$ cat config.mk
export PLATFORM = sky130hd
export DESIGN_NAME = ocd_output_channels
export DESIGN_NICKNAME = d
export VERILOG_FILES = /design/src/ocd_pkg.sv /design/src/ocd_output_channels.sv /design/src/ocd_channel_divider.sv
export VERILOG_INCLUDE_DIRS = /design/src
export SDC_FILE = /design/constraint.sdc
export NUM_CORES = 2
export LEC_CHECK = 0
export BUFFER_PORTS_ARGS = -buffer_cell sky130_fd_sc_hd__buf_2
export CAP_MARGIN = 5
export CORE_ASPECT_RATIO = 1.1
export CORE_MARGIN = 1.5
export CORE_UTILIZATION = 50
export DETAILED_ROUTE_END_ITERATION = 8
export GPL_ROUTABILITY_DRIVEN = 0
export HOLD_SLACK_MARGIN = 0.06
export PLACE_DENSITY = 0.72
export RECOVER_POWER = 100
export SLEW_MARGIN = 30
export SYNTH_ARGS = -nofsm -noshare
export SYNTH_HDL_FRONTEND = slang
export SYNTH_HIERARCHICAL = 1
export SYNTH_SLANG_ARGS = --single-unit
$ cat constraint.sdc
create_clock -name clk_sys -period 6.88 [get_ports clk_sys]
set_input_delay 1.376 -clock clk_sys [delete_from_list [all_inputs] [get_ports clk_sys]]
set_output_delay 1.376 -clock clk_sys [all_outputs]
set_load 0.02 [all_outputs]
$ cat src/ocd_params.svh
// Purpose: register offsets, field positions, reset values and limits of the output channel block
// Assumes: 8-bit registers on the serial configuration port, 7-bit address
// Notes: included by the package and by the design modules
`ifndef OCD_PARAMS_SVH
`define OCD_PARAMS_SVH

`define OCD_NUM_CH 8
`define OCD_NUM_OUT 16
`define OCD_ADDR_W 7
`define OCD_DATA_W 8
// shared sysref stage setting and control
`define OCD_SYSREF_SHARED_ADDR 7'h38
`define OCD_SYNC_ADDR 7'h39
`define OCD_STATUS_ADDR 7'h3A
// per channel block: base + 4*ch
`define OCD_CH_BASE 7'h40
`define OCD_CH_CTRL_OFS 2'h0
`define OCD_CH_STAGE_A_OFS 2'h1
`define OCD_CH_STAGE_B_OFS 2'h2
`define OCD_CH_WIDE_OFS 2'h3
// per output block: base + y
`define OCD_OUT_BASE 7'h60
// channel control fields
`define OCD_CTRL_SYSREF_BIT 0
`define OCD_CTRL_EXT_OSC_BIT 1
`define OCD_CTRL_WIDE_MSB_BIT 2
`define OCD_CTRL_SRC_BIT 3
// output delay fields
`define OCD_FINE_LSB 0
`define OCD_ANLG_LSB 2
// reset values
`define OCD_RST_CTRL 8'h00
`define OCD_RST_STAGE_A 8'h01
`define OCD_RST_STAGE_B 8'h00
`define OCD_RST_WIDE 8'h00
`define OCD_RST_OUT 8'h00
`define OCD_RST_SHARED 8'h00
// ratio limits: stage a 1..20, stage b 2**0..2**10, shared stage 2**0..2**12
`define OCD_STAGE_A_MAX 5'd20
`define OCD_STAGE_B_MAX 4'd10
`define OCD_SHARED_MAX 4'd12
`define OCD_RATIO_W 27
`define OCD_WIDE_W 9
`define OCD_FINE_W 2
`define OCD_ANLG_W 3
`define OCD_SYNC_BIT 0

`endif

$ cat src/ocd_pkg.sv
// Purpose: types and shared helpers for the output channel block
// Assumes: ocd_params.svh holds every number
// Notes: helper functions clamp ratio codes to the legal discrete set
`include "ocd_params.svh"
package ocd_pkg;

  // serial port phases, gray along idle -> address -> data
  typedef enum logic [1:0] {
    OCD_SPI_IDLE = 2'b00,
    OCD_SPI_ADDR = 2'b01,
    OCD_SPI_DATA = 2'b11
  } ocd_spi_state_type;

  typedef logic [`OCD_RATIO_W-1:0] ocd_ratio_type;

  // stage a: 0 and out-of-range codes fall back to the nearest legal ratio
  function automatic logic [4:0] ocd_stage_a(input logic [7:0] code);
    if (code == 8'h00) return 5'd1;
    if (code > 8'(`OCD_STAGE_A_MAX)) return `OCD_STAGE_A_MAX;
    return code[4:0];
  endfunction

  // power-of-two stage exponent, clamped to its maximum
  function automatic logic [3:0] ocd_exp(input logic [7:0] code, input logic [3:0] max_exp);
    if (code > 8'(max_exp)) return max_exp;
    return code[3:0];
  endfunction

endpackage

$ cat src/ocd_output_channels.sv
// Purpose: configuration and divider logic for eight clock/sysref output channels, 16 outputs
// Assumes: serial port pins are synchronous to clk_sys; sclk well below clk_sys
// Notes: 8-bit address/command byte (bit 7 set = read) then one data byte, msb first
`timescale 1ns/100ps
`include "ocd_params.svh"
module ocd_output_channels
  import ocd_pkg::*;
#(
  parameter int NUM_CH = `OCD_NUM_CH,
  parameter int NUM_OUT = `OCD_NUM_OUT
) (
  input wire logic clk_sys,
  input wire logic reset,
  input wire logic spi_sclk,
  input wire logic spi_cs_n,
  input wire logic spi_mosi,
  output logic spi_miso,
  output logic spi_miso_oe_n,
  input wire logic src_pll1_tick,
  input wire logic src_pll0_tick,
  input wire logic rf_oscillator_pin,
  output logic [NUM_OUT-1:0] out_level,
  output logic [NUM_OUT*`OCD_ANLG_W-1:0] output_analog_delay
);

  if (NUM_CH != `OCD_NUM_CH || NUM_OUT != `OCD_NUM_OUT) begin : g_chk
    $error("ocd_output_channels: channel map is fixed at 8 channels, 16 outputs");
  end

  // channel owning each output: A=1, B=2, C=2, D=2, E=3, F=2, G=1, H=3 outputs
  function automatic logic [2:0] ch_of_out(input int y);
    if (y < 1) return 3'd0;
    if (y < 3) return 3'd1;
    if (y < 5) return 3'd2;
    if (y < 7) return 3'd3;
    if (y < 10) return 3'd4;
    if (y < 12) return 3'd5;
    if (y < 13) return 3'd6;
    return 3'd7;
  endfunction

  // rf channels C and D may bypass to the external oscillator
  function automatic logic is_rf_ch(input logic [2:0] ch);
    return (ch == 3'd2) || (ch == 3'd3);
  endfunction

  logic [7:0] ctrl_r [NUM_CH];
  logic [7:0] stage_a_r [NUM_CH];
  logic [7:0] stage_b_r [NUM_CH];
  logic [7:0] wide_r [NUM_CH];
  logic [7:0] outdly_r [NUM_OUT];
  logic [7:0] sysref_shared_divider_setting_r;
  logic sync_r;

  ocd_spi_state_type state_r;
  logic sclk_prev_r;
  logic [2:0] bit_cnt_r;
  logic [7:0] shift_r;
  logic [7:0] cmd_r;
  logic [7:0] rd_shift_r;
  logic [7:0] rd_data;
  logic sclk_rise;
  logic sclk_fall;
  logic byte_done;
  logic [7:0] wr_byte;
  logic wr_en;
  logic [6:0] wr_addr;

  assign sclk_rise = spi_sclk && !sclk_prev_r && !spi_cs_n;
  assign sclk_fall = !spi_sclk && sclk_prev_r && !spi_cs_n;
  assign byte_done = sclk_rise && (bit_cnt_r == 3'd7);
  assign wr_byte = {shift_r[6:0], spi_mosi};
  assign wr_en = byte_done && (state_r == OCD_SPI_DATA) && !cmd_r[7];
  assign wr_addr = cmd_r[6:0];

  // serial port framing; chip select high aborts any partial byte
  always_ff @(posedge clk_sys) begin
    if (reset) begin
      state_r <= OCD_SPI_IDLE;
      sclk_prev_r <= 1'b0;
      bit_cnt_r <= 3'd0;
      shift_r <= 8'h00;
      cmd_r <= 8'h00;
    end else begin
      sclk_prev_r <= spi_sclk;
      if (spi_cs_n) begin
        state_r <= OCD_SPI_IDLE;
        bit_cnt_r <= 3'd0;
      end else begin
        if (state_r == OCD_SPI_IDLE) begin
          state_r <= OCD_SPI_ADDR;
        end
        if (sclk_rise) begin
          shift_r <= wr_byte;
          bit_cnt_r <= bit_cnt_r + 3'd1;
        end
        if (byte_done && state_r != OCD_SPI_DATA) begin
          cmd_r <= wr_byte;
          state_r <= OCD_SPI_DATA;
        end
      end
    end
  end

  // read mux: unmapped addresses read as zero
  always_comb begin
    rd_data = 8'h00;
    if (wr_byte[6:0] == `OCD_SYSREF_SHARED_ADDR) begin
      rd_data = sysref_shared_divider_setting_r;
    end else if (wr_byte[6:0] == `OCD_STATUS_ADDR) begin
      rd_data = 8'h00;
      for (int c = 0; c < NUM_CH; c++) begin
        rd_data[c] = ctrl_r[c][`OCD_CTRL_SYSREF_BIT];
      end
    end else if (wr_byte[6:5] == 2'b10) begin
      unique case (wr_byte[1:0])
        `OCD_CH_CTRL_OFS: rd_data = ctrl_r[wr_byte[4:2]];
        `OCD_CH_STAGE_A_OFS: rd_data = stage_a_r[wr_byte[4:2]];
        `OCD_CH_STAGE_B_OFS: rd_data = stage_b_r[wr_byte[4:2]];
        `OCD_CH_WIDE_OFS: rd_data = wide_r[wr_byte[4:2]];
      endcase
    end else if (wr_byte[6:4] == 3'b110) begin
      rd_data = outdly_r[wr_byte[3:0]];
    end
  end

  // read data leaves on falling sclk so the master samples on rising
  always_ff @(posedge clk_sys) begin
    if (reset) begin
      rd_shift_r <= 8'h00;
      spi_miso <= 1'b0;
      spi_miso_oe_n <= 1'b1;
    end else if (spi_cs_n) begin
      spi_miso_oe_n <= 1'b1;
      spi_miso <= 1'b0;
    end else if (byte_done && state_r != OCD_SPI_DATA && wr_byte[7]) begin
      rd_shift_r <= {rd_data[6:0], 1'b0};
      spi_miso <= rd_data[7];
      spi_miso_oe_n <= 1'b0;
    end else if (byte_done && state_r == OCD_SPI_DATA) begin
      spi_miso_oe_n <= 1'b1; // one data byte per frame
    end else if (sclk_fall && !spi_miso_oe_n && bit_cnt_r != 3'd0) begin
      spi_miso <= rd_shift_r[7];
      rd_shift_r <= {rd_shift_r[6:0], 1'b0};
    end
  end

  // register writes; any divider or mode change also fires a common sync
  always_ff @(posedge clk_sys) begin
    if (reset) begin
      for (int c = 0; c < NUM_CH; c++) begin
        ctrl_r[c] <= `OCD_RST_CTRL;
        stage_a_r[c] <= `OCD_RST_STAGE_A;
        stage_b_r[c] <= `OCD_RST_STAGE_B;
        wide_r[c] <= `OCD_RST_WIDE;
      end
      for (int y = 0; y < NUM_OUT; y++) begin
        outdly_r[y] <= `OCD_RST_OUT;
      end
      sysref_shared_divider_setting_r <= `OCD_RST_SHARED;
      sync_r <= 1'b1; // first alignment straight out of reset
    end else begin
      sync_r <= 1'b0;
      if (wr_en) begin
        if (wr_addr == `OCD_SYSREF_SHARED_ADDR) begin
          sysref_shared_divider_setting_r <= wr_byte;
          sync_r <= 1'b1;
        end else if (wr_addr == `OCD_SYNC_ADDR) begin
          sync_r <= wr_byte[`OCD_SYNC_BIT];
        end else if (wr_addr[6:5] == 2'b10) begin
          sync_r <= 1'b1;
          unique case (wr_addr[1:0])
            `OCD_CH_CTRL_OFS: ctrl_r[wr_addr[4:2]] <= wr_byte;
            `OCD_CH_STAGE_A_OFS: stage_a_r[wr_addr[4:2]] <= wr_byte;
            `OCD_CH_STAGE_B_OFS: stage_b_r[wr_addr[4:2]] <= wr_byte;
            `OCD_CH_WIDE_OFS: wide_r[wr_addr[4:2]] <= wr_byte;
          endcase
        end else if (wr_addr[6:4] == 3'b110) begin
          outdly_r[wr_addr[3:0]] <= wr_byte; // delay changes are glitch-free, no resync
        end
      end
    end
  end

  logic [NUM_CH-1:0] ch_level;
  logic [3:0] shared_exp;

  assign shared_exp = ocd_exp(sysref_shared_divider_setting_r, `OCD_SHARED_MAX);

  // one divider per channel, each with its own copy of the shared sysref stage
  for (genvar c = 0; c < NUM_CH; c++) begin : g_ch
    logic src_sel;
    // source mux: pll1 path or pll0 path
    assign src_sel = ctrl_r[c][`OCD_CTRL_SRC_BIT] ? src_pll0_tick : src_pll1_tick;
    ocd_channel_divider #(
      .CNT_W(`OCD_RATIO_W),
      .WIDE_W(`OCD_WIDE_W)
    ) u_div (
      .clk_sys(clk_sys),
      .reset(reset),
      .src_tick(src_sel),
      .sysref_mode(ctrl_r[c][`OCD_CTRL_SYSREF_BIT]),
      .stage_a(ocd_stage_a(stage_a_r[c])),
      .stage_b_exp(ocd_exp(stage_b_r[c], `OCD_STAGE_B_MAX)),
      .shared_exp(shared_exp),
      .wide_delay({ctrl_r[c][`OCD_CTRL_WIDE_MSB_BIT], wide_r[c]}),
      .sync(sync_r),
      .level(ch_level[c])
    );
  end

  // per-output fine delay line, counted in clk_sys cycles
  for (genvar y = 0; y < NUM_OUT; y++) begin : g_out
    localparam logic [2:0] CH = ch_of_out(y);
    logic [3:0] hist_r;
    logic sref;
    logic bypass;
    assign sref = ctrl_r[CH][`OCD_CTRL_SYSREF_BIT];
    assign bypass = is_rf_ch(CH) && ctrl_r[CH][`OCD_CTRL_EXT_OSC_BIT];

    always_ff @(posedge clk_sys) begin
      if (reset) begin
        hist_r <= 4'h0;
        out_level[y] <= 1'b0;
        output_analog_delay[y*`OCD_ANLG_W +: `OCD_ANLG_W] <= '0;
      end else begin
        hist_r <= {hist_r[2:0], ch_level[CH]};
        if (bypass) begin
          out_level[y] <= rf_oscillator_pin;
        end else if (sref) begin
          out_level[y] <= hist_r[outdly_r[y][`OCD_FINE_LSB +: `OCD_FINE_W]];
        end else begin
          out_level[y] <= hist_r[0]; // clock mode ignores fine delay
        end
        // analog delay code only reaches the output stage in sysref mode
        output_analog_delay[y*`OCD_ANLG_W +: `OCD_ANLG_W] <=
          (sref && !bypass) ? outdly_r[y][`OCD_ANLG_LSB +: `OCD_ANLG_W] : '0;
      end
    end
  end

endmodule

$ cat src/ocd_channel_divider.sv
// Purpose: one output channel divider with shared sysref stage and wide phase delay
// Assumes: src_tick marks one period of the selected source, one clk_sys cycle wide
// Notes: the three serial stages are realised as one counter on their product
`timescale 1ns/100ps
`include "ocd_params.svh"
module ocd_channel_divider
  import ocd_pkg::*;
#(
  parameter int CNT_W = `OCD_RATIO_W,
  parameter int WIDE_W = `OCD_WIDE_W
) (
  input wire logic clk_sys,
  input wire logic reset,
  input wire logic src_tick,
  input wire logic sysref_mode,
  input wire logic [4:0] stage_a,
  input wire logic [3:0] stage_b_exp,
  input wire logic [3:0] shared_exp,
  input wire logic [WIDE_W-1:0] wide_delay,
  input wire logic sync,
  output logic level
);

  if (CNT_W < `OCD_RATIO_W) begin : g_chk
    $error("ocd_channel_divider: CNT_W too small for the largest ratio");
  end

  logic [CNT_W-1:0] ratio;
  logic [CNT_W-1:0] cnt_r;
  logic [WIDE_W-1:0] wait_r;
  logic run_r;

  // clock mode: a * 2**b; sysref mode adds the shared stage
  always_comb begin
    ratio = CNT_W'(stage_a) << (CNT_W'(stage_b_exp) + (sysref_mode ? CNT_W'(shared_exp) : CNT_W'(0)));
  end

  // restart on sync, hold off by the wide delay, then count source periods
  always_ff @(posedge clk_sys) begin
    if (reset) begin
      cnt_r <= '0;
      wait_r <= '0;
      run_r <= 1'b0;
    end else if (sync) begin
      cnt_r <= '0;
      wait_r <= wide_delay;
      run_r <= (wide_delay == '0);
    end else if (src_tick) begin
      if (!run_r) begin
        if (wait_r <= WIDE_W'(1)) begin
          run_r <= 1'b1;
        end
        wait_r <= wait_r - WIDE_W'(1);
      end else if (cnt_r >= ratio - CNT_W'(1)) begin
        cnt_r <= '0;
      end else begin
        cnt_r <= cnt_r + CNT_W'(1);
      end
    end
  end

  // first half of each divided period high; ratio 1 passes the source
  always_ff @(posedge clk_sys) begin
    if (reset) begin
      level <= 1'b0;
    end else if (!run_r || sync) begin
      level <= 1'b0; // held low while the phase delay runs off
    end else if (ratio == CNT_W'(1)) begin
      level <= src_tick;
    end else begin
      level <= (cnt_r < (ratio >> 1));
    end
  end

endmodule

# Word-level counts from Yosys, hierarchy flattened

Memories as Yosys holds them, arrays and structs flattened. A register that Yosys moved wholly into a read port is not among the register bits.
Cells that the tools add are included.

Flip-flop bits (word level): 472
RAM bits: 384
Memories kept: 5

Memories:

| name      | words | width | rd ports | clocked after memory_dff | write ports | RTL line                  | RTL |
|---|---|---|---|---|---|---|---|
| outdly_r  | 16    | 8     | 17       | 0                        | 16          | ocd_output_channels.sv:51 | `logic [7:0] outdly_r [NUM_OUT];` |
| ctrl_r    | 8     | 8     | 9        | 1                        | 8           | ocd_output_channels.sv:47 | `logic [7:0] ctrl_r [NUM_CH];` |
| stage_a_r | 8     | 8     | 9        | 1                        | 8           | ocd_output_channels.sv:48 | `logic [7:0] stage_a_r [NUM_CH];` |
| stage_b_r | 8     | 8     | 9        | 1                        | 8           | ocd_output_channels.sv:49 | `logic [7:0] stage_b_r [NUM_CH];` |
| wide_r    | 8     | 8     | 9        | 1                        | 8           | ocd_output_channels.sv:50 | `logic [7:0] wide_r [NUM_CH];` |

Add/sub/neg operators: 33
$lt $le $gt $ge: 57
Equality and inequality tests: 34
Shift-type cells: 8
Multiplexer cells: 302
Bitwise gates (word level): 9
Reduce and logical (&&, ||, !) cells: 111

Operators by type and width:

| operator              | count |
|---|---|
| $add 27x1->27 const B | 8 |
| $add 4x27->27         | 8 |
| $eq 27x1->1 const B   | 8 |
| $ge 27x27->1          | 8 |
| $lt 27x26->1          | 8 |
| $mux 27               | 8 |
| $mux 9                | 24 |
| $shl 5x27->27         | 8 |
| $sub 27x1->27 const B | 8 |
| $mux 1                | 168 |
| $mux 5                | 32 |
| $mux 4                | 27 |
| $mux 8                | 12 |
| $gt 8x4->1 const B    | 9 |
| $le 9x1->1 const B    | 8 |
| $logic_not 9->1       | 8 |
| $sub 9x1->9 const B   | 8 |
| $gt 8x5->1 const B    | 8 |
| $logic_not 8->1       | 8 |
| $lt 2x3->1 const B    | 16 |
| $reduce_and 2->1      | 20 |
| $reduce_or 8->1       | 5 |
| $mux 3                | 12 |
| $reduce_or 2->1       | 18 |
| 18 further kinds      | 107 |

# Logic depth before layout (Yosys ltp)

Depth in word-level cells: 11
Gate-level depth with buffers: 26

# Hierarchy

The synthesis kept the hierarchy.

Modules (own cells, without submodules):

| module                                   | times used | cells an instance | area an instance (µm²) |
|---|---|---|---|
| ocd_output_channels                      | 1          | 1930              | 23846.6 |
| ocd_channel_divider at g_ch[1].u_div ... | 5          | 535               | 4159.0 |
| ocd_channel_divider at g_ch[0].u_div ... | 2          | 575               | 4584.4 |
| ocd_channel_divider at g_ch[4].u_div     | 1          | 561               | 4297.9 |

# Worst setup path after synthesis

OpenSTA, ideal clock, no wires.

Path kind: reg-to-reg
From: reg sysref_shared_divider_setting_r[4]
To: reg g_ch[4].u_div.cnt_r[10]
Setup time: 0.128 ns
Data arrival time: 5.742 ns
Path slack: 1.010 ns
Stages on the path, launching flop included: 25
Path buffers: 3
Period minus slack after synthesis: 5.870 ns
Cells stage by stage: dfxtp_1 > nor4_1 > and3_1 > and2_1 > ha_1 > fa_1 > buf_6 > mux4_2 > a211o_1 > o22a_1 > o31ai_4 > o2111ai_1 > or2_2 > clkbuf_1 > nor3b_1 > xor2_1 > ha_1 > nand4_1 > nor4_1 > a211oi_1 > o21ai_0 > inv_1 > o211ai_1 > clkbuf_1 > nor2_1

Longest elaborated chain between the ends: 9

RTL lines:

| item                   | RTL line                   | RTL |
|---|---|---|
| from (decl)            | ocd_output_channels.sv:52  | `logic [7:0] sysref_shared_divider_setting_r;` |
| from (signal assigned) | ocd_output_channels.sv:160 | `` sysref_shared_divider_setting_r <= `OCD_RST_SHARED; `` |
| from (signal assigned) | ocd_output_channels.sv:166 | `sysref_shared_divider_setting_r <= wr_byte;` |
| $gt 8x4->1             | ocd_pkg.sv:25              | `if (code > 8'(max_exp)) return max_exp;` |
| $mux 1                 | ocd_pkg.sv:25              |  |
| $mux 4                 | ocd_pkg.sv:26              | `return code[3:0];` |
| net shared_exp[0]      | ocd_output_channels.sv:186 | `logic [3:0] shared_exp;` |
| $mux 4                 | ocd_channel_divider.sv:35  | `ratio = CNT_W'(stage_a) << (CNT_W'(stage_b_exp) + (sysref_mode ? CNT_W'(shared_exp) : CNT_W'(0)));` |
| $add 4x27->27          | ocd_channel_divider.sv:35  |  |
| $shl 5x27->27          | ocd_channel_divider.sv:35  |  |
| $sub 27x1->27          | ocd_channel_divider.sv:54  | `end else if (cnt_r >= ratio - CNT_W'(1)) begin` |
| $ge 27x27->1           | ocd_channel_divider.sv:54  |  |
| $mux 27                | ocd_channel_divider.sv:54  |  |
| to (signal assigned)   | ocd_channel_divider.sv:57  | `cnt_r <= cnt_r + CNT_W'(1);` |
| to (decl)              | ocd_channel_divider.sv:29  | `logic [CNT_W-1:0] cnt_r;` |

The timed path passes the listed nets, and every way through them passes these cells.
A chain may end at the register's enable or synchronous reset.

==> qor.log <==
INFO  status         run_status=complete, but fails checks
INFO  status         failed_checks=max-capacitance violations, max-slew violations
INFO  yosys          synth_compound_area_share=12.8%
INFO  floorplan      start_util=50.3%
INFO  yosys          ys_async_sr_fraction=0%
INFO  clock_network  clk_pin_slew=60ps
INFO  power_and_ir_drop p_int=0.00852W
INFO  critical_path  critical_path_arrival=7070ps
INFO  route          ant_nets=0
INFO  place          place_inst=7707
INFO  critical_path  max_stage_delay=2220ps
INFO  timing         finClkSkew=17.2ps
INFO  floorplan      floorplan.rows=131
INFO  floorplan      die_y=361µm
INFO  yosys          synth-simple-area-share=24.5%
INFO  route          per_cell_routed_wire_length=20.3µm
INFO  power_and_ir_drop clk_network_pwr_share=43.8%
INFO  yosys          synth_nets=6823
INFO  layout         num-nets-final=6779
INFO  grt            global_route.usage.total=26.5%
INFO  job            max_cap_viol_count=9
INFO  layout         final-seq-area=20400µm²
INFO  route          drt_iter0_drc=4268
INFO  yosys          ys_seq_area_share=35.1%
INFO  place          placed_area=59800µm²
INFO  power_and_ir_drop pwr_density_cell=181nW/µm²
INFO  critical_path  crit_fanout=57
INFO  yosys          postSynthAreaPerCell=9.20µm²
INFO  route          detailedRoute.firstPassIterationCount=5
INFO  yosys          synth_mux_area_share=7.06%
INFO  power_and_ir_drop power.static_leakage=24.0nW
INFO  critical_path  crit_path_top_delay_cell=sky130_fd_sc_hd__clkbuf_1
INFO  yosys          synth.cell_area=58100µm²
INFO  grt            number_of_antenna_violations_at_the_first_check_in_global_routing=4
INFO  floorplan      die-width=328µm
INFO  layout         multi_input_area=35900µm²
INFO  floorplan      dieArea=118000µm²
INFO  layout         final_design_area_no_fill=62700µm²
INFO  critical_path  worst_setup_path_end_kind=flip-flop
INFO  critical_path  worst_setup_path_start_kind=input pin
INFO  critical_path  worst_ep_required_time=7220ps
INFO  power_and_ir_drop post-layout-total-power=0.0114W
INFO  timing         timing.hold.ws=440ps
INFO  place          portBuffers=73
INFO  timing         final.period_utilization=97.7%
INFO  timing         timing.final.ws_setup=155ps
INFO  timing         worst_slew_pin_slew=3230ps
INFO  grt            grt_remaining_overflow=0
INFO  clock_network  tritoncts=yes
INFO  clock_network  numCtsBuffers=86
INFO  grt            grt_start_max_net_pins=127
INFO  timing         timing.fmax=149MHz
INFO  power_and_ir_drop power_switching_share=25.0%
INFO  critical_path  path_delay_family=buffers and inverters
INFO  critical_path  path_cells=clkbuf_1 > inv_1 > clkbuf_1 > o21ai_0 > clkbuf_1
INFO  power_and_ir_drop total_switching_power=0.00283W
INFO  yosys          synth_warn=6
INFO  route          routed-via-count=48600
INFO  power_and_ir_drop pwr-share-seq=48.1%
INFO  timing         timing.final.crit_period=6730ps
INFO  critical_path  cp_num_buf_inv=4
INFO  yosys          combinational_family_with_the_most_area_after_synthesis=simple AND/OR/NAND/NOR gates
INFO  yosys          synth-seq-cells=826
INFO  layout         fillers=10200
INFO  yosys          synth-edff-count=384
INFO  yosys          commonest_register_cell_after_synthesis=sky130_fd_sc_hd__dfxtp_1
INFO  clock_network  clock_root_cell=sky130_fd_sc_hd__clkbuf_16
INFO  layout         areaGrowthSynthToFinish=7.85%
INFO  clock_network  clock_insertion_delay_worst_skew=680ps
INFO  floorplan      ios=74
INFO  grt            grt_pass1_wl=254000µm
INFO  route          routed_via_density=6.17
INFO  timing         setup_violations=0
INFO  power_and_ir_drop power_frac_comb=8.1%
INFO  timing         worst_slew_margin_rel=-115%
INFO  place          place.detailed.hpwl=117000µm
INFO  power_and_ir_drop vdd.ir_drop.worst=209µV
INFO  critical_path  path_common_cell=sky130_fd_sc_hd__clkbuf_1
INFO  yosys          netlist-cell-type-count=117
INFO  min_path       min-delay-path-class=reg -> reg
INFO  layout         final-instance-count-excl-fill=7874
INFO  critical_path  crit_path_class=in -> reg
INFO  place          dp_worst_setup_slack=206ps
INFO  yosys          syn-instance-count=6316
INFO  clock_network  tritoncts_num_sinks=826
INFO  yosys          yosys.area_share.adder=10.8%
INFO  floorplan      floorplan.core_area=116000µm²
INFO  route          totalWireLength=160000µm
INFO  timing         final-hold-violation-count=0
INFO  route          drc=0
INFO  clock_network  hold_buffers=0
INFO  layout         share_of_layout_cells_above_drive_strength_1=8.62%
INFO  clock_network  cts-htree-levels=3
INFO  grt            first_global_vias=46500
INFO  clock_network  clk_path_buf_depth=3
INFO  yosys          post_synthesis_share_of_cell_area_spent_on_xor_and_xnor_gates=6.54%
INFO  timing         timing.final.max_slew_violations=242
-- registers in the layout, summed over array words and instances, names as in the netlist, 16 cells and up, named ones only --
signal / flops
output_analog_delay: 48
stage_a_r: 64
g_out.hist_r: 32
ctrl_r: 64
stage_b_r: 64
outdly_r: 128
g_ch.u_div/cnt_r: 216
g_ch.u_div/wait_r: 72
wide_r: 64
out_level: 16
-- synthesized netlist by cell type, drive strengths merged, types with 118 or more instances --
cell	n	share of area (%)
nor2	665	4.4
nand2	554	3.6
ha	491	11
dfxtp	442	15
edfxtp	384	20
a21oi	335	2.9
and2	321	3.5
nor3	290	2.6
o21ai	252	2.2
xnor2	216	3.3
xor2	216	3.3
clkbuf	202	1.3
nand3	190	1.7
nand4	154	1.7
inv	128	0.83
a21o	118	1.5
-- kinds of logic after synthesis --
| logic type | Yosys count |
|---|---|
| buffers and inverters | 435 |
| adder cells (fa/ha/maj) | 499 |
| AO/OA/AOI/OAI | 1104 |
| flip-flops | 826 |
| multiplexers | 262 |
| AND/OR/NAND/NOR | 2758 |
| XOR/XNOR | 432 |
-- stage by stage --
step	TNS [ps]	utilization, %
6_report	0	54.2
5_1_grt	-37.2	54.2
4_1_cts	0	54.3
3_5_place_dp	0	51.7
3_3_place_gp	0	51.7
2_1_floorplan	0	-
-- final timing paths --
| path | start | end | slack, ps | cells after the start |
|---|---|---|---|---|
| max | reset | ctrl_r[1][6]$_SDFFCE_PN0P_ | 150 | 5 |
| min | g_ch[2].u_div/level$_SDFF_PP0_ | g_out[3].hist_r[0]$_SDFF_PP0_ | 440 | 1 |
| max reg2reg | sysref_shared_divider_setting_r[4]$_SDFFE_PP0P_ | g_ch[0].u_div/cnt_r[22]$_SDFFE_PP0P_ | 280 | 24 |
| min reg2reg | g_ch[2].u_div/level$_SDFF_PP0_ | g_out[3].hist_r[0]$_SDFF_PP0_ | 440 | 1 |
-- timing repair --
| item | in CTS | in global routing |
|---|---|---|
| resized for setup | 0 | 6 |
| endpoints found under the setup margin | 0 | 214 |
| setup buffers | 0 | 5 |
-- worst reg2reg max path: cells and delay by family, from the launching register on --
family	cells	cell delay (ps)
compound gates	10	2340
fa+ha+maj	3	1200
flops	1	340
buf+inv	2	440
xor+xnor	1	140
simple gates	8	2040
-- power by group through the flow --
stage | clock, W | combinational, W | sequential [W]
6_report | 0.00498 | 0.000920 | 0.00546
4_1_cts | 0.00504 | 0.000918 | 0.00545
3_5_place_dp | 0 | 0.000910 | 0.00556
2_1_floorplan | 0 | 0.000668 | 0.00550
3_3_place_gp | 0 | 0.000892 | 0.00555
5_1_grt | 0.00522 | 0.00101 | 0.00547
-- cells in the final DEF, fill, tap and decap left out, drive strengths merged, types with 98 or more instances in the layout --
| master | instances |
|---|---|
| nor2 | 665 |
| nand2 | 554 |
| ha | 491 |
| dfxtp | 442 |
| edfxtp | 384 |
| a21oi | 335 |
| and2 | 321 |
| nor3 | 290 |
| o21ai | 252 |
| xor2 | 216 |
| xnor2 | 216 |
| clkbuf | 195 |
| nand3 | 190 |
| nand4 | 154 |
| inv | 139 |
| a21o | 118 |
| nor2b | 116 |
| mux2i | 116 |
| nor4 | 116 |
| mux4 | 113 |
| and3 | 98 |
-- layout make-up --
cell class | instances | area share (%)
multi-input cells | 5055 | 57.3
flip-flops and latches | 826 | 32.6
clock buffers | 99 | 3.68
well taps | 1529 | 3.05
repair buffers | 174 | 1.57
clock inverters | 61 | 1.08
inverters | 129 | 0.773
diodes | 1 | 0.00399
-- metal layers --
layer  wire [µm]  up-vias  global-route usage, %
met1       67900    23300                   35.1
met3       10800      380                   3.23
met5          32        -                      0
met4        7270        4                   12.2
li1            -    23100                      -
met2       74200     1783                   43.0
(Power assumes the default switching activity.)
